[src/pkg/fault_mon_pkg.sv]
// Constants shared by the buck fault monitor and its helpers.
// Assumes a single 25 MHz register clock.
package fault_mon_pkg;

  // ****************************************
  // Clock and timing
  // ****************************************
  localparam int CLK_HZ        = 25_000_000;
  localparam int CLK_MHZ       = 25;
  localparam int FSW_SLOW_HZ   = 300_000;
  localparam int FSW_FAST_HZ   = 600_000;
  localparam int PERIOD_SLOW   = CLK_HZ / FSW_SLOW_HZ;
  localparam int PERIOD_FAST   = CLK_HZ / FSW_FAST_HZ;
  localparam int DMAX_SLOW_PCT = 85;
  localparam int DMAX_FAST_PCT = 75;
  localparam int HICCUP_US     = 10_000;
  localparam int HICCUP_CYC    = HICCUP_US * CLK_MHZ;

  // ****************************************
  // Register map
  // ****************************************
  localparam logic [11:0] OFF_CTRL     = 12'h000;
  localparam logic [11:0] OFF_DUTY     = 12'h004;
  localparam logic [11:0] OFF_STATUS   = 12'h008;
  localparam logic [11:0] OFF_IRQ_STAT = 12'h00c;
  localparam logic [11:0] OFF_IRQ_MASK = 12'h010;
  localparam logic        CTRL_RST     = 1'b1;
  localparam logic [7:0]  DUTY_RST     = 8'h00;

  // ****************************************
  // Field positions
  // ****************************************
  localparam int IRQ_UV    = 0;
  localparam int IRQ_OV    = 1;
  localparam int IRQ_OC    = 2;
  localparam int IRQ_PGF   = 3;
  localparam int IRQ_RETRY = 4;
  localparam int IRQ_W     = 5;
  localparam logic [IRQ_W-1:0] IRQ_RST = 5'h00;

  localparam int SI_UV   = 0;
  localparam int SI_OV   = 1;
  localparam int SI_HALF = 2;
  localparam int SI_PGU  = 3;
  localparam int SI_PGO  = 4;
  localparam int SI_OC   = 5;
  localparam int SI_EN   = 6;
  localparam int N_SYNC  = 7;

endpackage

[src/pkg/sync_bus_if.sv]
// Synchronised comparator and enable levels between the input stage and the monitor.
// Assumes both ends run on pclk.
interface sync_bus_if;
  logic uv_prot;
  logic ov_prot;
  logic below_half;
  logic pg_uv;
  logic pg_ov;
  logic oc_trip;
  logic enable;
  modport src (output uv_prot, ov_prot, below_half, pg_uv, pg_ov, oc_trip, enable);
  modport dst (input  uv_prot, ov_prot, below_half, pg_uv, pg_ov, oc_trip, enable);
endinterface

[src/design/buck_fault_monitor.sv]
// Fault and power-good supervisor for a synchronous buck controller, APB slave.
// Assumes soft_start_done comes from pclk logic; comparators and enable are async.
// Contract
// RL1 - Output below undervoltage threshold latches off with both gates low.
// RL2 - Undervoltage latch clears only on power-on reset, not enable toggle.
// RL3 - Undervoltage protection armed only after soft-start completes.
// RL4 - Build option removes undervoltage protection; power-good window stays.
// RL5 - Overvoltage latches off; upper low, lower high until below half nominal.
// RL6 - Overvoltage latch clears only on power-on reset.
// RL7 - Overvoltage protection armed from reset release, active during soft-start.
// RL8 - Overcurrent never blocks overvoltage; first overcurrent blocks undervoltage latch.
// RL9 - Power-good high only inside the narrow window comparators.
// RL10 - Power-good held low from reset and through soft-start.
// RL11 - Power-good may rise immediately once soft-start is done.
// RL12 - Overcurrent drives power-good low directly.
// RL13 - Protection latches have no direct path to power-good.
// RL14 - Overcurrent power-good low cleared by reset, enable toggle, or good soft-start.
// RL15 - Hiccup variant waits about 10 ms then restarts soft-start, forever.
// RL16 - Switching frequency fixed per variant; timings identical at either.
// RL17 - Upper-gate duty capped at 85 or 75 percent by variant.
// RL18 - Power-good is open drain: drives low, releases when good.
// RL19 - Asynchronous comparators and enable are synchronised before use.
//
// Decided for this implementation: the APB register port and the address map.
module buck_fault_monitor
  import fault_mon_pkg::*;
#(
  parameter bit UV_PROT_EN    = 1'b1,
  parameter bit HICCUP_MODE   = 1'b0,
  parameter bit FAST_VARIANT  = 1'b0,
  parameter int HICCUP_CYCLES = HICCUP_CYC
) (
  input  wire logic        pclk,
  input  wire logic        presetn,
  input  wire logic        clk_en,
  input  wire logic        psel,
  input  wire logic        penable,
  input  wire logic        pwrite,
  input  wire logic [11:0] paddr,
  input  wire logic [31:0] pwdata,
  output logic      [31:0] prdata,
  output logic             pready,
  output logic             pslverr,
  input  wire logic        uv_prot_raw,
  input  wire logic        ov_prot_raw,
  input  wire logic        below_half_raw,
  input  wire logic        pg_uv_raw,
  input  wire logic        pg_ov_raw,
  input  wire logic        overcurrent_trip_raw,
  input  wire logic        enable_raw,
  input  wire logic        soft_start_done,
  output logic             upper_gate_drive,
  output logic             lower_gate_drive,
  output logic             power_good_output,
  output logic             power_good_oe,
  output logic             soft_start_restart,
  output logic             irq
);

  // ****************************************
  // Variant selection
  // ****************************************
  localparam int PERIOD   = FAST_VARIANT ? PERIOD_FAST : PERIOD_SLOW;
  localparam int DMAX_PCT = FAST_VARIANT ? DMAX_FAST_PCT : DMAX_SLOW_PCT;
  localparam int MAX_ON   = (PERIOD * DMAX_PCT) / 100;
  localparam int HW       = $clog2(HICCUP_CYCLES + 1);
  localparam logic [HW-1:0] HLAST = HW'(HICCUP_CYCLES - 1);

  // ****************************************
  // Input synchronisers
  // ****************************************
  sync_bus_if sb ();

  input_sync u_sync (
    .pclk    (pclk),
    .presetn (presetn),
    .ce      (clk_en),
    .raw     ({enable_raw, overcurrent_trip_raw, pg_ov_raw, pg_uv_raw,
                below_half_raw, ov_prot_raw, uv_prot_raw}), // RL19
    .sb      (sb.src)
  );

  // ****************************************
  // State
  // ****************************************
  logic             ctrl_run_q;
  logic [7:0]       duty_q;
  logic [IRQ_W-1:0] irq_stat_q;
  logic [IRQ_W-1:0] irq_mask_q;
  logic             uv_latch_q;
  logic             ov_latch_q;
  logic             oc_block_q;
  logic             oc_off_q;
  logic             pg_oc_low_q;
  logic             lower_hi_q;
  logic             en_q;
  logic             oc_q;
  logic             ss_q;
  logic             pg_q;
  logic [HW-1:0]    hic_cnt_q;

  logic             pwm_on;
  logic             en_eff;
  logic             uv_set;
  logic             ov_set;
  logic             oc_rise;
  logic             ss_rise;
  logic             en_fall;
  logic             hic_done;
  logic             pg_d;
  logic             upper_d;
  logic             lower_d;
  logic             lower_hi_d;
  logic [IRQ_W-1:0] events;

  assign en_eff   = sb.enable && ctrl_run_q;
  assign oc_rise  = sb.oc_trip && !oc_q;
  assign ss_rise  = soft_start_done && !ss_q;
  assign en_fall  = !sb.enable && en_q;
  assign hic_done = HICCUP_MODE && oc_off_q && (hic_cnt_q == HLAST);

  // ****************************************
  // Protection latches
  // ****************************************
  assign uv_set = UV_PROT_EN && soft_start_done && sb.uv_prot
                  && !oc_block_q && !uv_latch_q; // RL3 RL4 RL8
  assign ov_set = sb.ov_prot && !ov_latch_q; // RL7 RL8

  always_ff @(posedge pclk or negedge presetn) begin
    if (!presetn) begin
      uv_latch_q <= 1'b0;
      ov_latch_q <= 1'b0;
    end else if (clk_en) begin
      if (uv_set) begin
        uv_latch_q <= 1'b1; // RL1 RL2
      end
      if (ov_set) begin
        ov_latch_q <= 1'b1; // RL6
      end
    end
  end

  // Lower gate pulls the output down until it passes below half nominal
  assign lower_hi_d = sb.ov_prot ? 1'b1 : (sb.below_half ? 1'b0 : lower_hi_q); // RL5

  // ****************************************
  // Overcurrent handling and hiccup retry
  // ****************************************
  always_ff @(posedge pclk or negedge presetn) begin
    if (!presetn) begin
      oc_block_q  <= 1'b0;
      oc_off_q    <= 1'b0;
      pg_oc_low_q <= 1'b0;
      hic_cnt_q   <= '0;
      en_q        <= 1'b0;
      oc_q        <= 1'b0;
      ss_q        <= 1'b0;
      lower_hi_q  <= 1'b0;
    end else if (clk_en) begin
      en_q       <= sb.enable;
      oc_q       <= sb.oc_trip;
      ss_q       <= soft_start_done;
      lower_hi_q <= lower_hi_d;
      if (sb.oc_trip && !uv_latch_q) begin
        oc_block_q <= 1'b1; // RL8
      end else if (en_fall) begin
        oc_block_q <= 1'b0;
      end
      if (oc_rise) begin
        oc_off_q <= 1'b1;
      end else if (hic_done || (!HICCUP_MODE && en_fall)) begin
        oc_off_q <= 1'b0; // RL15
      end
      if (sb.oc_trip) begin
        pg_oc_low_q <= 1'b1; // RL12
      end else if (en_fall || ss_rise) begin
        pg_oc_low_q <= 1'b0; // RL14
      end
      if (oc_off_q && HICCUP_MODE && !hic_done) begin
        hic_cnt_q <= HW'(hic_cnt_q + 1'b1); // RL15
      end else begin
        hic_cnt_q <= '0;
      end
    end
  end

  // ****************************************
  // Modulator with duty cap
  // ****************************************
  duty_limiter #(
    .PERIOD (PERIOD),
    .MAX_ON (MAX_ON)
  ) u_pwm (
    .pclk    (pclk),
    .presetn (presetn),
    .ce      (clk_en),
    .run     (en_eff && !oc_off_q && !uv_latch_q && !ov_latch_q),
    .duty    (duty_q),
    .pwm_on  (pwm_on)
  ); // RL16 RL17

  // ****************************************
  // Gate commands and power-good
  // ****************************************
  assign upper_d = pwm_on && en_eff && !uv_latch_q && !ov_latch_q && !oc_off_q; // RL1 RL5
  assign lower_d = ov_latch_q ? lower_hi_d
                 : (en_eff && !uv_latch_q && !oc_off_q && !pwm_on); // RL1 RL5
  // Besides soft-start done and enable, only window comparators and overcurrent reach power-good
  assign pg_d    = soft_start_done && en_eff && !sb.pg_uv && !sb.pg_ov
                   && !pg_oc_low_q && !sb.oc_trip; // RL9 RL10 RL11 RL12 RL13

  always_ff @(posedge pclk or negedge presetn) begin
    if (!presetn) begin
      upper_gate_drive   <= 1'b0;
      lower_gate_drive   <= 1'b0;
      pg_q               <= 1'b0;
      power_good_output  <= 1'b0;
      power_good_oe      <= 1'b1;
      soft_start_restart <= 1'b0;
    end else if (clk_en) begin
      upper_gate_drive   <= upper_d;
      lower_gate_drive   <= lower_d;
      pg_q               <= pg_d;
      power_good_output  <= 1'b0;
      power_good_oe      <= !pg_d; // RL18
      soft_start_restart <= hic_done; // RL15
    end
  end

  // ****************************************
  // Interrupts
  // ****************************************
  assign events[IRQ_UV]    = uv_set;
  assign events[IRQ_OV]    = ov_set;
  assign events[IRQ_OC]    = oc_rise;
  assign events[IRQ_PGF]   = pg_q && !pg_d;
  assign events[IRQ_RETRY] = hic_done;

  // ****************************************
  // APB slave, no wait states
  // ****************************************
  logic        acc;
  logic        wr;
  logic        hit_ctrl;
  logic        hit_duty;
  logic        hit_stat;
  logic        hit_istat;
  logic        hit_imask;
  logic        mapped;
  logic [31:0] rdata_d;
  logic [7:0]  status;

  assign acc       = psel && penable && pready;
  assign wr        = acc && pwrite;
  assign hit_ctrl  = (paddr == OFF_CTRL);
  assign hit_duty  = (paddr == OFF_DUTY);
  assign hit_stat  = (paddr == OFF_STATUS);
  assign hit_istat = (paddr == OFF_IRQ_STAT);
  assign hit_imask = (paddr == OFF_IRQ_MASK);
  assign mapped    = hit_ctrl || hit_duty || hit_stat || hit_istat || hit_imask;
  assign status    = {sb.enable, soft_start_done, lower_hi_q, pg_q,
                      pg_oc_low_q, oc_off_q, ov_latch_q, uv_latch_q};
  assign rdata_d   = hit_ctrl  ? {31'h0, ctrl_run_q}
                   : hit_duty  ? {24'h0, duty_q}
                   : hit_stat  ? {24'h0, status}
                   : hit_istat ? {27'h0, irq_stat_q}
                   : hit_imask ? {27'h0, irq_mask_q}
                   : 32'h0;

  always_ff @(posedge pclk or negedge presetn) begin
    if (!presetn) begin
      pready  <= 1'b0;
      pslverr <= 1'b0;
      prdata  <= 32'h0;
    end else if (clk_en) begin
      pready  <= psel && !penable && !pready;
      pslverr <= psel && !penable && !pready && !mapped;
      prdata  <= (psel && !penable && !pwrite) ? rdata_d : 32'h0;
    end
  end

  always_ff @(posedge pclk or negedge presetn) begin
    if (!presetn) begin
      ctrl_run_q <= CTRL_RST;
      duty_q     <= DUTY_RST;
      irq_mask_q <= IRQ_RST;
      irq_stat_q <= IRQ_RST;
      irq        <= 1'b0;
    end else if (clk_en) begin
      if (wr && hit_ctrl) begin
        ctrl_run_q <= pwdata[0];
      end
      if (wr && hit_duty) begin
        duty_q <= pwdata[7:0];
      end
      if (wr && hit_imask) begin
        irq_mask_q <= pwdata[IRQ_W-1:0];
      end
      // A new event wins over a write-one clear in the same cycle
      irq_stat_q <= (irq_stat_q & ~((wr && hit_istat) ? pwdata[IRQ_W-1:0] : IRQ_RST))
                    | events;
      irq        <= |(irq_stat_q & irq_mask_q);
    end
  end
endmodule

[src/design/input_sync.sv]
// Three-flop synchronisers for asynchronous comparator and pin inputs.
// Assumes raw inputs may change at any time relative to pclk.
module input_sync
  import fault_mon_pkg::*;
(
  input  wire logic              pclk,
  input  wire logic              presetn,
  input  wire logic              ce,
  input  wire logic [N_SYNC-1:0] raw,
  sync_bus_if.src                sb
);
  logic [N_SYNC-1:0] out_q;

  // ****************************************
  // Per-bit chain; a change counts once stages two and three agree
  // ****************************************
  for (genvar i = 0; i < N_SYNC; i++) begin : g_bit
    logic s1_q;
    logic s2_q;
    logic s3_q;
    always_ff @(posedge pclk or negedge presetn) begin
      if (!presetn) begin
        s1_q     <= 1'b0;
        s2_q     <= 1'b0;
        s3_q     <= 1'b0;
        out_q[i] <= 1'b0;
      end else if (ce) begin
        s1_q <= raw[i];
        s2_q <= s1_q;
        s3_q <= s2_q;
        if (s2_q == s3_q) begin
          out_q[i] <= s3_q;
        end
      end
    end
  end

  assign sb.uv_prot    = out_q[SI_UV];
  assign sb.ov_prot    = out_q[SI_OV];
  assign sb.below_half = out_q[SI_HALF];
  assign sb.pg_uv      = out_q[SI_PGU];
  assign sb.pg_ov      = out_q[SI_PGO];
  assign sb.oc_trip    = out_q[SI_OC];
  assign sb.enable     = out_q[SI_EN];
endmodule

[src/design/duty_limiter.sv]
// Fixed-frequency PWM with a hard cap on upper-gate on-time.
// Assumes duty is given in pclk cycles per switching period.
module duty_limiter #(
  parameter int PERIOD = 83,
  parameter int MAX_ON = 70
) (
  input  wire logic       pclk,
  input  wire logic       presetn,
  input  wire logic       ce,
  input  wire logic       run,
  input  wire logic [7:0] duty,
  output logic            pwm_on
);
  logic [7:0] cnt_q;
  logic [7:0] cnt_d;
  logic [7:0] cap;
  logic       wrap;

  localparam logic [7:0] LAST = 8'(PERIOD - 1);
  localparam logic [7:0] MAXC = 8'(MAX_ON);

  assign wrap  = (cnt_q == LAST);
  assign cnt_d = wrap ? 8'h00 : 8'(cnt_q + 8'h01);
  assign cap   = (duty > MAXC) ? MAXC : duty;

  always_ff @(posedge pclk or negedge presetn) begin
    if (!presetn) begin
      cnt_q  <= 8'h00;
      pwm_on <= 1'b0;
    end else if (ce) begin
      cnt_q  <= run ? cnt_d : 8'h00;
      pwm_on <= run && (cnt_q < cap); // RL16 RL17
    end
  end
endmodule

[config.mk]
export PLATFORM = sky130hd
export DESIGN_NAME = buck_fault_monitor
export DESIGN_NICKNAME = d
export VERILOG_FILES = /design/src/pkg/fault_mon_pkg.sv /design/src/pkg/sync_bus_if.sv /design/src/design/buck_fault_monitor.sv /design/src/design/input_sync.sv /design/src/design/duty_limiter.sv
export SDC_FILE = /design/constraint.sdc
export NUM_CORES = 1
export LEC_CHECK = 0
export BUFFER_PORTS_ARGS = -buffer_cell sky130_fd_sc_hd__buf_4
export CELL_PAD_IN_SITES_DETAIL_PLACEMENT = 1
export CELL_PAD_IN_SITES_GLOBAL_PLACEMENT = 2
export CORE_MARGIN = 2
export CORE_UTILIZATION = 34
export DETAILED_ROUTE_END_ITERATION = 16
export PLACE_DENSITY_LB_ADDON = 0.1
export SYNTH_ARGS = -nofsm -noshare
export SYNTH_HDL_FRONTEND = slang
export SYNTH_SLANG_ARGS = --single-unit
[constraint.sdc]
create_clock -name pclk -period 2.2 [get_ports pclk]
set_clock_uncertainty 0.2 [all_clocks]
set_input_delay 0.22 -clock pclk [delete_from_list [all_inputs] [get_ports pclk]]
set_output_delay 0.22 -clock pclk [all_outputs]
set_load 0.02 [all_outputs]
==> metrics.md <==
| Metric | Value |
|---|---|
| Outcome | `complete, but fails checks` |
| Failing checks | `DRC` |
| Critical path start-end classification | `flip-flop to flip-flop` |
| Sequential fraction of the synthesis area | `between 40% and 50%` |
| Maxcap violations | `0` |
| Worst endpoint required time | `between 2000 and 2500 ps` |
| Critical path arrival | `about 2100 ps` |
| Cells after Synth | `378` |
| DRC viols | `9` |
| Critical-path maximum fanout | `4` |
| Worst setup path startpoint | `duty_q[4]` |
| Gr ovfl total | `0` |
| Largest family of logic cells by synthesized area | `compound AO/OA/AOI/OAI gates` |
| Chip width | `113 microns` |
| Post-synth EDFFs | `0` |
| Fin area | `5040 sq um` |
| CTS Root Cell | `clkbuf_16` |
| CP endpoint kind | `flip-flop` |
| Final hold vios | `0` |
| Synth Area per Inst | `10.7 sq um` |
| Place WS | `132 ps` |
| Final setup margin | `124 ps` |
| First-pass GRT wire length | `16.7 mm` |
| Initial DRC count | `114` |
| Layout Cells excl Fill | `about 600` |
| Unique cell type count in the Yosys netlist | `53` |
| CTS Buffer Depth | `2` |
| Via-to-Cell Ratio | `5.16` |
| Leak | `approximately 0.0022 uW` |
| Final setup viols | `0` |
| Initial antenna violation count | `0` |
| Synth Area in Compound Gates | `~15%` |
| Total GRT Usage | `between 10% and 20%` |
| Hold Path Origin | `soft_start_done` |
| Die area | `12,800 sq um` |
| DR pass1 iterations | `10` |
| Fraction of synthesized area in multiplexers | `9.09%` |
| Core area | `11,500 sq um` |
| Clk Latency, worst-skew pair | `340 ps` |
| I/O Pins | `98` |
| Clock sink count | `80` |
| Max Slew Vio Count | `0` |
| Gates resized, CTS repair | `0` |
| Largest net degree at the start of global routing | `81` |
| Inst Count DP | `567` |
| Layout cells sized above 1 | `between 20% and 30%` |
| Area grow syn2layout | `24.5%` |
| Post-Synth Simple-Gate Area | `14.6%` |
| Clk slew on worst S/H paths | `70 ps` |
| Pin slew with the least headroom to its limit | `between 500 and 600 ps` |
| Starting Density | `a little over a third` |
| CTS tree | `built` |
| Nets | `521` |
| Hold crit path type | `input port to flip-flop` |
| DR vias | `3,106` |
| XOR/XNOR Fraction of Synth Area | `0.216%` |
| Routed length per instance | `16.8 microns` |
| Max Fclk | `482 MHz` |
| Worst VDD drop | `0.316 mV` |
| Slew Limit Headroom | `63.8%` |
| R2r startpoint | `duty_q[4]` |
| Period utilization | `between 90% and 100%` |
| RSZ-0062 raised after global routing | `false` |
| Placed inst area | `about 4500 sq um` |
| Site Rows | `39` |
| DIE HEIGHT | `113 microns` |
| Setup TNS | `0 ps` |
| PwrDens | `just under 800 nW/um^2` |
| Num CTS Buffers | `9` |
| H-tree levels | `3` |
| Tot Pwr | `3960 uW` |
| I/O Buffers | `47` |
| Syn. warnings | `0` |
| Post-route ant nets | `0` |
| Asr flop ratio synth | `100%` |
| Most common cell after layout, fill and taps aside | `dfrtp_1` |
| Flops & latches, synth | `80` |
| Vias in the first global route | `3,214` |
| Synth Cell Area | `4050 sq um` |
| Antenna Cells | `0` |
| Routability cong. | `a little under 0.8` |
| Tmin final | `2080 ps` |
| CP Launch Type | `flip-flop` |
| Synth Area in Adders | `2.78%` |
| Post-DP HPWL | `7.12 mm` |
| Ys flop type | `dfrtp_1` |
| Final WL | `10.1 mm` |
| Most frequent cells in the layout | `dfrtp_1 (78), buf_4 (60), o21ai_0 (31)` |
[logic make-up (layout without fill, tap and decap cells)]
family	Yosys count	count (layout)
AOI/OAI and AO/OA	96	96
xor gates and xnor gates	1	1
adders and majority gates	9	9
buffers and inverters	61	117
DFF	80	80
muxes	33	33
other	2	27
and+or+nand+nor	96	96
[per-stage QoR]
stage	hold slack (ps)	utilization (%)
finish	14.2	43.7
global route	24.9	43.7
CTS	13.6	43.6
detailed placement	90.4	39.5
global placement	88.8	39.5
floorplan	-276	-
[layer usage]
layer / vias to the layer above / GRT usage (%) / share of wire [%]
li1: 1485 / - / -
met1: 1553 / 23.1 / 49
met2: 59 / 25.9 / 45
met3: 9 / 3.54 / 3.9
met4: 0 / 5.53 / 1.4
met5: - / 0 / 0
[final timing paths]
kind / to / slack (ps) / depth (start not counted)
setup / recovery: u_pwm.pwm_on / 120 / 6
hold / removal: ss_q / 10 / 3
setup reg to reg: u_pwm.pwm_on / 120 / 6
hold reg to reg: lower_gate_drive / 280 / 1
max in group asynchronous: power_good_oe / 1180 / 3
min in group asynchronous: u_pwm.cnt_q[1] / 210 / 3
[power breakdown]
group,switching [uW],total (uW),internal (uW)
Clock,659,1550,894
Sequential,168,1840,1670
Combinational,306,571,265
Total,1130,3960,2830
[layout make-up]
cell class	instances	area, sq um
clock buffers	9	225
clock inverters	7	77.6
fillers	1275	6480
inverters	22	82.6
multi-input cells	262	1810
flip-flops and latches	80	2000
well taps	143	179
repair buffers	79	661
[synthesized netlist by cell type (5+ instances only)]
cell	number	area share, %
dfrtp_1	78	48
o21ai_0	31	3.8
mux2_2	30	8.3
buf_4	26	4.8
nand2_1	25	2.3
inv_1	22	2.0
a21oi_1	15	1.9
clkbuf_1	11	1.0
nand3_1	10	1.2
ha_1	9	2.8
nor2_1	9	0.83
o2bb2ai_1	7	1.5
a31oi_1	6	0.93
nand3b_1	6	1.1
nor2b_1	6	0.93
nor3_1	6	0.74
nand4_1	5	0.77
o22ai_1	5	0.77
[repair_timing]
item,CTS,global route
setup endpoints to repair,0,1
endpoints found under the hold margin,103,0
setup buffers,0,2
hold buffers,17,0
[worst max-delay path, cell delays in order (launching register included)]
cell and delay [ps]:
dfrtp_1 410, or3_1 400, a211oi_1 290, ha_1 270
o21ai_0 150, nand2_1 70, a41oi_1 190
[sequential cells by signal, indices dropped and copies added (netlist names), 5 cells and up]
| signal | flops |
|---|---|
| duty_q | 8 |
| irq_mask_q | 5 |
| irq_stat_q | 5 |
| prdata | 8 |
| u_pwm.cnt_q | 8 |
| u_sync.g_bit.s1_q | 7 |
| u_sync.g_bit.s2_q | 7 |
| u_sync.g_bit.s3_q | 7 |
(Power assumes the default switching activity.)
